File: src/hdl/sle_cfg.svh
// constants for the serial link example top and its partner end
`ifndef SLE_CFG_SVH
`define SLE_CFG_SVH
`define SLE_WORD_W      16
`define SLE_CNT_W       8
`define SLE_CNT_MAX     8'hFF
`define SLE_CNT_ONE     8'h01
`define SLE_LANES       1
`define SLE_SB_W        4
`define SLE_DEB_LEN     4
`define SLE_LFSR_SEED   16'hACE1
`define SLE_LFSR_TAPS   16'hB400
`define SLE_ERR_FLIP    16'h0001
`define SLE_TRAIN_CYC   8'h10
`define SLE_BOND_CYC    8'h04
`define SLE_DBG_W       16
`endif

File: src/hdl/sle_pkg.sv
// types and shared functions of the serial link example top
`include "sle_cfg.svh"
package sle_pkg;
    typedef logic [`SLE_WORD_W-1:0] sle_word_type;
    typedef enum {SLE_DUPLEX, SLE_TX_ONLY, SLE_RX_ONLY} sle_build_type;
    typedef enum {SLE_ST_IDLE, SLE_ST_TRAIN, SLE_ST_BOND, SLE_ST_UP}
        sle_state_type;

    // both ends must walk the same sequence from the same seed
    function automatic sle_word_type sle_lfsr_next(input sle_word_type v);
        sle_word_type taps;
        taps = `SLE_LFSR_TAPS;
        return {v[`SLE_WORD_W-2:0], ^(v & taps)};
    endfunction : sle_lfsr_next
endpackage : sle_pkg

File: src/hdl/sle_link_if.sv
// link between the partner core end and the example top end
`timescale 1ns/1ps
`include "sle_cfg.svh"
interface sle_link_if;
    logic                   xcvr_rst;
    logic [`SLE_WORD_W-1:0] rx_data;
    logic                   rx_valid;
    logic                   rx_ready;
    logic [`SLE_LANES-1:0]  lane_up;
    logic                   channel_up;
    logic                   hard_err;
    logic                   soft_err;
    logic                   frame_err;
    logic [`SLE_SB_W-1:0]   sb_to_core;
    logic [`SLE_SB_W-1:0]   sb_from_core;

    modport partner_mp (
        input  xcvr_rst, rx_ready, sb_to_core,
        output rx_data, rx_valid, lane_up, channel_up,
        output hard_err, soft_err, frame_err, sb_from_core
    );
    modport device_mp (
        output xcvr_rst, rx_ready, sb_to_core,
        input  rx_data, rx_valid, lane_up, channel_up,
        input  hard_err, soft_err, frame_err, sb_from_core
    );
endinterface : sle_link_if

File: src/hdl/sle_top.sv
// example top end: reset debounce, status registers, frame checker
//
// Behaviour
// - count mismatched received words, eight bits
// - debounce system reset on user clock
// - debounce transceiver reset before core
// - register core error flags before output
// - one channel ready, or per direction
// - lane ready per transceiver, one or per direction
// - register simplex sideband signals both ways
// - bench waits channel ready, then checks
// - bench reports error on bad data
// - duplex bench loops transmit to receive
// - simplex bench pairs transmit and receive
// - debug cores included when parameter one
`timescale 1ns/1ps
`include "sle_cfg.svh"
module sle_top #(
    parameter sle_pkg::sle_build_type BUILD = sle_pkg::SLE_DUPLEX,
    parameter bit debug_cores_include      = 1'b0
) (
    // clock and resets
    input  wire logic                    ref_clk_in,
    input  wire logic                    sys_rst_in,
    input  wire logic                    transceiver_reset_in,
    // user side controls
    input  wire logic                    check_hold_in,
    input  wire logic [`SLE_SB_W-1:0]    sideband_in,
    // status outputs
    output logic [`SLE_CNT_W-1:0]        err_count_out,
    output logic                         mismatch_out,
    output logic                         hard_err_out,
    output logic                         soft_err_out,
    output logic                         frame_err_out,
    output logic                         channel_ready_out,
    output logic                         tx_channel_ready_out,
    output logic                         rx_channel_ready_out,
    output logic [`SLE_LANES-1:0]        lane_ready_out,
    output logic [`SLE_LANES-1:0]        tx_lane_ready_out,
    output logic [`SLE_LANES-1:0]        rx_lane_ready_out,
    output logic [`SLE_SB_W-1:0]         sideband_out,
    output logic [`SLE_DBG_W-1:0]        debug_probe_out,
    // link side
    sle_link_if.device_mp                link
);
    localparam bit SIMPLEX = (BUILD != sle_pkg::SLE_DUPLEX);
    localparam bit HAS_TX  = (BUILD != sle_pkg::SLE_RX_ONLY);
    localparam bit HAS_RX  = (BUILD != sle_pkg::SLE_TX_ONLY);

    logic [1:0]                 rst_sync;
    logic [1:0]                 xrst_sync;
    logic [`SLE_DEB_LEN-1:0]    rst_shift;
    logic [`SLE_DEB_LEN-1:0]    xrst_shift;
    logic                       rst;
    logic                       xrst;

    sle_pkg::sle_word_type      buf_data [0:1];
    logic [1:0]                 buf_count;
    logic                       buf_wr;
    logic                       buf_rd;
    logic                       in_ready;
    logic                       out_valid;
    logic                       out_ready;
    logic                       push;
    logic                       pop;

    sle_pkg::sle_word_type      expected;
    logic                       mismatch;
    logic [`SLE_SB_W-1:0]       sb_in_reg;

    // debounced level: follows the input only after it stays put
    function automatic logic debounce_next(
        input logic                    cur,
        input logic [`SLE_DEB_LEN-1:0] shift
    );
        if (&shift)
            return 1'b1;
        else if (~|shift)
            return 1'b0;
        else
            return cur;
    endfunction : debounce_next

    always_ff @(posedge ref_clk_in)
    begin
        rst_sync  <= {rst_sync[0], sys_rst_in};
        rst_shift <= {rst_shift[`SLE_DEB_LEN-2:0], rst_sync[1]};
        rst       <= debounce_next(rst, rst_shift);
    end

    // transceiver reset debounce, also forced by system reset
    always_ff @(posedge ref_clk_in)
    begin
        xrst_sync  <= {xrst_sync[0], transceiver_reset_in};
        xrst_shift <= {xrst_shift[`SLE_DEB_LEN-2:0], xrst_sync[1]};
        xrst       <= debounce_next(xrst, xrst_shift);
    end

    assign link.xcvr_rst = xrst || rst;

    // two-entry buffer between link and checker; a held checker
    // pushes back on the link instead of dropping words
    assign in_ready     = (buf_count != 2'h2);
    assign out_valid    = (buf_count != 2'h0);
    assign out_ready    = !check_hold_in;
    assign push         = link.rx_valid && in_ready && HAS_RX;
    assign pop          = out_valid && out_ready;
    assign link.rx_ready = in_ready && HAS_RX;

    always_ff @(posedge ref_clk_in)
    begin
        if (rst || link.xcvr_rst)
        begin
            buf_count <= 2'h0;
            buf_wr    <= 1'b0;
            buf_rd    <= 1'b0;
        end
        else
        begin
            if (push)
                buf_wr <= !buf_wr;
            if (pop)
                buf_rd <= !buf_rd;
            if (push && !pop)
                buf_count <= buf_count + 2'h1;
            else if (pop && !push)
                buf_count <= buf_count - 2'h1;
        end
    end

    always_ff @(posedge ref_clk_in)
    begin
        if (push)
            buf_data[buf_wr] <= link.rx_data;
    end

    // frame checker: own copy of the generator sequence
    assign mismatch = pop && (buf_data[buf_rd] != expected);

    always_ff @(posedge ref_clk_in)
    begin
        if (rst || link.xcvr_rst)
            expected <= `SLE_LFSR_SEED;
        else if (pop)
            expected <= sle_pkg::sle_lfsr_next(expected);
    end

    // mismatch tally in the user clock domain
    always_ff @(posedge ref_clk_in)
    begin
        if (rst)
        begin
            err_count_out <= '0;
            mismatch_out  <= 1'b0;
        end
        else
        begin
            mismatch_out <= mismatch;
            if (mismatch && err_count_out != `SLE_CNT_MAX)
                err_count_out <= err_count_out + `SLE_CNT_ONE;
        end
    end

    // error flags registered before the pins
    always_ff @(posedge ref_clk_in)
    begin
        if (rst)
        begin
            hard_err_out  <= 1'b0;
            soft_err_out  <= 1'b0;
            frame_err_out <= 1'b0;
        end
        else
        begin
            hard_err_out  <= link.hard_err;
            soft_err_out  <= link.soft_err;
            frame_err_out <= link.frame_err;
        end
    end

    // channel ready, single or per supported direction
    always_ff @(posedge ref_clk_in)
    begin
        if (rst)
        begin
            channel_ready_out    <= 1'b0;
            tx_channel_ready_out <= 1'b0;
            rx_channel_ready_out <= 1'b0;
        end
        else
        begin
            channel_ready_out    <= !SIMPLEX && link.channel_up;
            tx_channel_ready_out <= SIMPLEX && HAS_TX && link.channel_up;
            rx_channel_ready_out <= SIMPLEX && HAS_RX && link.channel_up;
        end
    end

    // lane ready per transceiver, single or split by supported direction
    genvar g;
    generate
        for (g = 0; g < `SLE_LANES; g = g + 1)
        begin : g_lane
            always_ff @(posedge ref_clk_in)
            begin
                if (rst)
                begin
                    lane_ready_out[g]    <= 1'b0;
                    tx_lane_ready_out[g] <= 1'b0;
                    rx_lane_ready_out[g] <= 1'b0;
                end
                else
                begin
                    lane_ready_out[g]    <= !SIMPLEX && link.lane_up[g];
                    tx_lane_ready_out[g] <= SIMPLEX && HAS_TX &&
                                            link.lane_up[g];
                    rx_lane_ready_out[g] <= SIMPLEX && HAS_RX &&
                                            link.lane_up[g];
                end
            end
        end
    endgenerate

    // simplex sideband registered in both directions
    always_ff @(posedge ref_clk_in)
    begin
        if (rst || !SIMPLEX)
        begin
            sb_in_reg    <= '0;
            sideband_out <= '0;
        end
        else
        begin
            sb_in_reg    <= sideband_in;
            sideband_out <= link.sb_from_core;
        end
    end

    assign link.sb_to_core = sb_in_reg;

    // probe capture stands in for the debug cores
    generate
        if (debug_cores_include == 1'b1)
        begin : g_debug
            always_ff @(posedge ref_clk_in)
            begin
                if (rst)
                    debug_probe_out <= '0;
                else
                    debug_probe_out <= {err_count_out, buf_count,
                                        link.channel_up, link.hard_err,
                                        link.soft_err, link.frame_err,
                                        out_valid, mismatch};
            end
        end
        else
        begin : g_no_debug
            assign debug_probe_out = '0;
        end
    endgenerate
endmodule : sle_top

File: src/flat_wrapper.sv
// flat-port wrapper written by rule: the top's interface ports become plain ports
module sle_top_flat 
#(
    parameter sle_pkg::sle_build_type BUILD = sle_pkg::SLE_DUPLEX,
    parameter bit debug_cores_include      = 1'b0
)
  (ref_clk_in, sys_rst_in, transceiver_reset_in, check_hold_in, sideband_in, err_count_out, mismatch_out, hard_err_out, soft_err_out, frame_err_out, channel_ready_out, tx_channel_ready_out, rx_channel_ready_out, lane_ready_out, tx_lane_ready_out, rx_lane_ready_out, sideband_out, debug_probe_out, link_xcvr_rst, link_rx_ready, link_sb_to_core, link_rx_data, link_rx_valid, link_lane_up, link_channel_up, link_hard_err, link_soft_err, link_frame_err, link_sb_from_core);
  sle_link_if link_i ();
  input  wire logic ref_clk_in;
  input  wire logic sys_rst_in;
  input  wire logic transceiver_reset_in;
  input  wire logic check_hold_in;
  input  wire logic [`SLE_SB_W-1:0] sideband_in;
  output logic [`SLE_CNT_W-1:0] err_count_out;
  output logic mismatch_out;
  output logic hard_err_out;
  output logic soft_err_out;
  output logic frame_err_out;
  output logic channel_ready_out;
  output logic tx_channel_ready_out;
  output logic rx_channel_ready_out;
  output logic [`SLE_LANES-1:0] lane_ready_out;
  output logic [`SLE_LANES-1:0] tx_lane_ready_out;
  output logic [`SLE_LANES-1:0] rx_lane_ready_out;
  output logic [`SLE_SB_W-1:0] sideband_out;
  output logic [`SLE_DBG_W-1:0] debug_probe_out;
  output wire logic [$bits(link_i.xcvr_rst)-1:0] link_xcvr_rst;
  output wire logic [$bits(link_i.rx_ready)-1:0] link_rx_ready;
  output wire logic [$bits(link_i.sb_to_core)-1:0] link_sb_to_core;
  input wire logic [$bits(link_i.rx_data)-1:0] link_rx_data;
  input wire logic [$bits(link_i.rx_valid)-1:0] link_rx_valid;
  input wire logic [$bits(link_i.lane_up)-1:0] link_lane_up;
  input wire logic [$bits(link_i.channel_up)-1:0] link_channel_up;
  input wire logic [$bits(link_i.hard_err)-1:0] link_hard_err;
  input wire logic [$bits(link_i.soft_err)-1:0] link_soft_err;
  input wire logic [$bits(link_i.frame_err)-1:0] link_frame_err;
  input wire logic [$bits(link_i.sb_from_core)-1:0] link_sb_from_core;
  assign link_xcvr_rst = link_i.xcvr_rst;
  assign link_rx_ready = link_i.rx_ready;
  assign link_sb_to_core = link_i.sb_to_core;
  assign link_i.rx_data = link_rx_data;
  assign link_i.rx_valid = link_rx_valid;
  assign link_i.lane_up = link_lane_up;
  assign link_i.channel_up = link_channel_up;
  assign link_i.hard_err = link_hard_err;
  assign link_i.soft_err = link_soft_err;
  assign link_i.frame_err = link_frame_err;
  assign link_i.sb_from_core = link_sb_from_core;
  sle_top #(.BUILD(BUILD), .debug_cores_include(debug_cores_include)) u_core (.ref_clk_in(ref_clk_in), .sys_rst_in(sys_rst_in), .transceiver_reset_in(transceiver_reset_in), .check_hold_in(check_hold_in), .sideband_in(sideband_in), .err_count_out(err_count_out), .mismatch_out(mismatch_out), .hard_err_out(hard_err_out), .soft_err_out(soft_err_out), .frame_err_out(frame_err_out), .channel_ready_out(channel_ready_out), .tx_channel_ready_out(tx_channel_ready_out), .rx_channel_ready_out(rx_channel_ready_out), .lane_ready_out(lane_ready_out), .tx_lane_ready_out(tx_lane_ready_out), .rx_lane_ready_out(rx_lane_ready_out), .sideband_out(sideband_out), .debug_probe_out(debug_probe_out), .link(link_i));
endmodule
File: config.mk
export PLATFORM = sky130hd
export DESIGN_NAME = sle_top_flat
export DESIGN_NICKNAME = d
export VERILOG_FILES = /design/src/hdl/sle_pkg.sv /design/src/hdl/sle_link_if.sv /design/src/hdl/sle_top.sv /design/src/flat_wrapper.sv
export VERILOG_INCLUDE_DIRS = /design/src /design/src/hdl
export SDC_FILE = /design/constraint.sdc
export NUM_CORES = 1
export LEC_CHECK = 0
export BUFFER_PORTS_ARGS = -buffer_cell sky130_fd_sc_hd__buf_2
export CORE_ASPECT_RATIO = 0.9
export CORE_MARGIN = 8
export CORE_UTILIZATION = 53
export CTS_BUF_LIST = sky130_fd_sc_hd__clkbuf_16
export CTS_CLUSTER_SIZE = 25
export DETAILED_ROUTE_END_ITERATION = 8
export PLACE_DENSITY = 0.8
export SYNTH_ARGS = -nofsm -noshare
export SYNTH_HDL_FRONTEND = slang
export SYNTH_SLANG_ARGS = --single-unit
File: constraint.sdc
create_clock -name ref_clk_in -period 2.6 [get_ports ref_clk_in]
set_clock_uncertainty 0.15 [all_clocks]
set_input_delay 0.13 -clock ref_clk_in [delete_from_list [all_inputs] [get_ports ref_clk_in]]
set_output_delay 0.13 -clock ref_clk_in [all_outputs]
set_load 0.02 [all_outputs]
==> results.cfg <==
[drt]
ant_nets = 0
drt_iter0_markers = 208
viasPerCell = 4.99
wl_per_cell_um = 14.4
drcViolationCount = 0
vias = 2150
drt_wl_total_mm = 6.21
dr.pass1.iters = 4

[sta]
worst_slew_pin_slew_ps = 770
hold_viol = 0
rsz0062_at_grt = false
hold-worst-slack_ps = 63.9
min_period_ps = 2350
tns_ps = 0
slew_viol_final = 0
clock.fmax_mhz = 426
fin_crit_sh_pct = 90.3
setup_violations = 0
relSlewSlack_pct = 48.6

[power_and_ir_drop]
peakVddDrop_v = 0.000688
power_density_mw_per_mm2 = 1080
cellLeakagePower_nw = 1.61
power.total_mw = 4.25

[cells_and_area]
diodes = 0
area_delta_synth_final_pct = 21.5
drive_above_1_share_pct = 18.7
num-fill-cells = 430
multi_input_area_mm2 = 0.00111
nets = 390
register_area_mm2 = 0.00194

[floorplanning]
die_x_um = 98.5
fp.dieH_um = 90.2
pin_count = 78
rows = 27
design.die.area_mm2 = 0.00888
initial_utilization_pct = 53.9
coreArea_mm2 = 0.00601

[global_routing]
gr-total-overflow = 0
grt_pass1_vias = 2071
antenna_found_initial = 0
grt_max_degree = 22
grt_usage_pct = 14.2
grt_pass1_wl_mm = 9.87

[synth]
async_flop_share_pct = 0
netlist_area_mm2 = 0.00324
yosys.area.top_type_share_pct = 30.2
ys_top_cells_by_area = dfxtp_1, edfxtp_1, buf_4
synth_edf_count = 32
syn_inst = 282
yosysTopAreaCell = dfxtp_1
ys_seq_elements = 81
seq_area_frac_synth_pct = 59.9
yosysWarnings = 0
avgSynthCellArea_um2 = 11.5
synth_flop_cell = dfxtp_1
synthDistinctLibCells = 35

[placed_design]
hpwlAfterDp_mm = 4.10
gp_congestion = 0.766
portBuffers = 41

[clock_tree]
clk_latency_ps = 330
cts_buffers = 9
cts.repair.resized = 0
cts_tree = yes
path_clk_slew_ps = 60
cts_root_buf = clkbuf_16
numClockSinks = 81
hold_buffers = 23
postCtsSetupRepairBufs = 0
cts_buffer_depth = 2
cts_max_level = 3

[status]
status = finished clean

[critical_path]
arrival_ps = 2460
required_ps = 2710
critPathKind = reg -> reg
endpoint_kind = register
startpoint_type = register
cp_max_fo = 7

[run]
cap_violations = 0

[min_path]
hold_class = in -> reg
## metrics by stage
stage	utilization, %	std cells	cell area [um2]	worst slack (ps)
2_1_floorplan	-	309	3340	466
3_5_place_dp	56.9	392	3420	286
5_1_grt	65.5	431	3940	119
4_1_cts	65.5	431	3940	240
6_report	65.5	431	3940	252
3_3_place_gp	56.9	392	3420	334
## cell type report
| cell class | instances | area share, % |
|---|---|---|
| Clock buffer | 9 | 5.72 |
| Clock inverter | 7 | 1.59 |
| Inverter | 4 | 0.381 |
| Multi-Input combinational cell | 186 | 28.1 |
| Sequential cell | 81 | 49.3 |
| Tap cell | 72 | 2.29 |
| Timing Repair Buffer | 72 | 12.6 |
## worst paths after layout
check	slack, ps	cells past startpoint	from	endpoint
max	250	8	register	u_core.err_count_out[6]$_SDFFE_PP0P_
min	60	4	link_rx_valid	u_core.buf_wr$_SDFFE_PP0P_
max reg2reg	250	8	register	u_core.err_count_out[6]$_SDFFE_PP0P_
min reg2reg	180	0	u_core.rst_sync[0]$_DFF_P_	u_core.rst_sync[1]$_DFF_P_
## logic make-up after synthesis
group | share of synthesized area (%)
compound gates | 5.29
xor+xnor | 6.21
mux | 5.71
buf+inv | 9.07
fa+ha+maj | 0.771
simple gates | 13.0
other cells | 0.116
flops | 59.9
## power by group
group | internal [mW] | total (mW) | leakage [nW] | switching (mW)
clock | 0.732 | 1.20 | 0.140 | 0.467
sequential | 1.64 | 1.85 | 0.707 | 0.207
combinational | 0.531 | 1.20 | 0.766 | 0.674
total | 2.90 | 4.25 | 1.61 | 1.35
## worst max-delay path, stage by stage, from the launching register on
cell and delay, ps:
dfxtp_1 330, buf_4 180, mux2i_1 300, xnor2_1 160, nor4_1 100, and4_1 270, buf_4 180, or4_1 460
a21oi_1 150
## flip-flops by register name (all words and copies together), names as in the netlist, 2 cells and up, named ones only
name / count
u_core.buf_data: 32
u_core.expected: 16
u_core.err_count_out: 8
u_core.rst_shift: 4
u_core.xrst_shift: 4
u_core.buf_count: 2
u_core.rst_sync: 2
u_core.xrst_sync: 2
## Yosys cell counts (all sizes together), types with 2 or more instances
master and number:
nor3 2, a21oi 15, or4 2, xnor2 20, buf 33, clkbuf 5
mux2i 17, o21ai 4, inv 4, nand2b 3, nor4 4, nand2 37
ha 2, nand4 2, and3 3, or3 5, xor2 3, edfxtp 32
a31oi 4, nor2b 6, a311oi 2, dfxtp 49, nor2 13, o31ai 2
nand3 8
## cells in the final DEF, fill, tap and decap left out, types with 3 or more instances in the layout
master	Yosys	final
dfxtp_1	49	49
buf_2	0	41
nand2_1	37	37
edfxtp_1	32	32
conb_1	1	28
dlygate4sd3_1	0	23
xnor2_1	20	20
mux2i_1	17	17
a21oi_1	15	15
nor2_1	12	12
clkbuf_16	0	9
nand3_1	8	8
buf_4	28	8
nor2b_1	6	6
inv_1	4	5
or3_1	5	5
a31oi_1	4	4
o21ai_0	4	4
nand2b_1	3	3
and3_1	3	3
xor2_1	3	3
## per-layer routing
layer | wire length (um) | vias up | GRT usage, % | part of all wire [%]
li1 | - | 1065 | - | -
met1 | 2650 | 1011 | 15.5 | 43
met2 | 3080 | 64 | 24.1 | 50
met3 | 355 | 10 | 3.70 | 5.7
met4 | 118 | 0 | 8.81 | 1.9
met5 | 0 | - | 0 | 0
No activity file was read; power rests on OpenSTA's default activity.
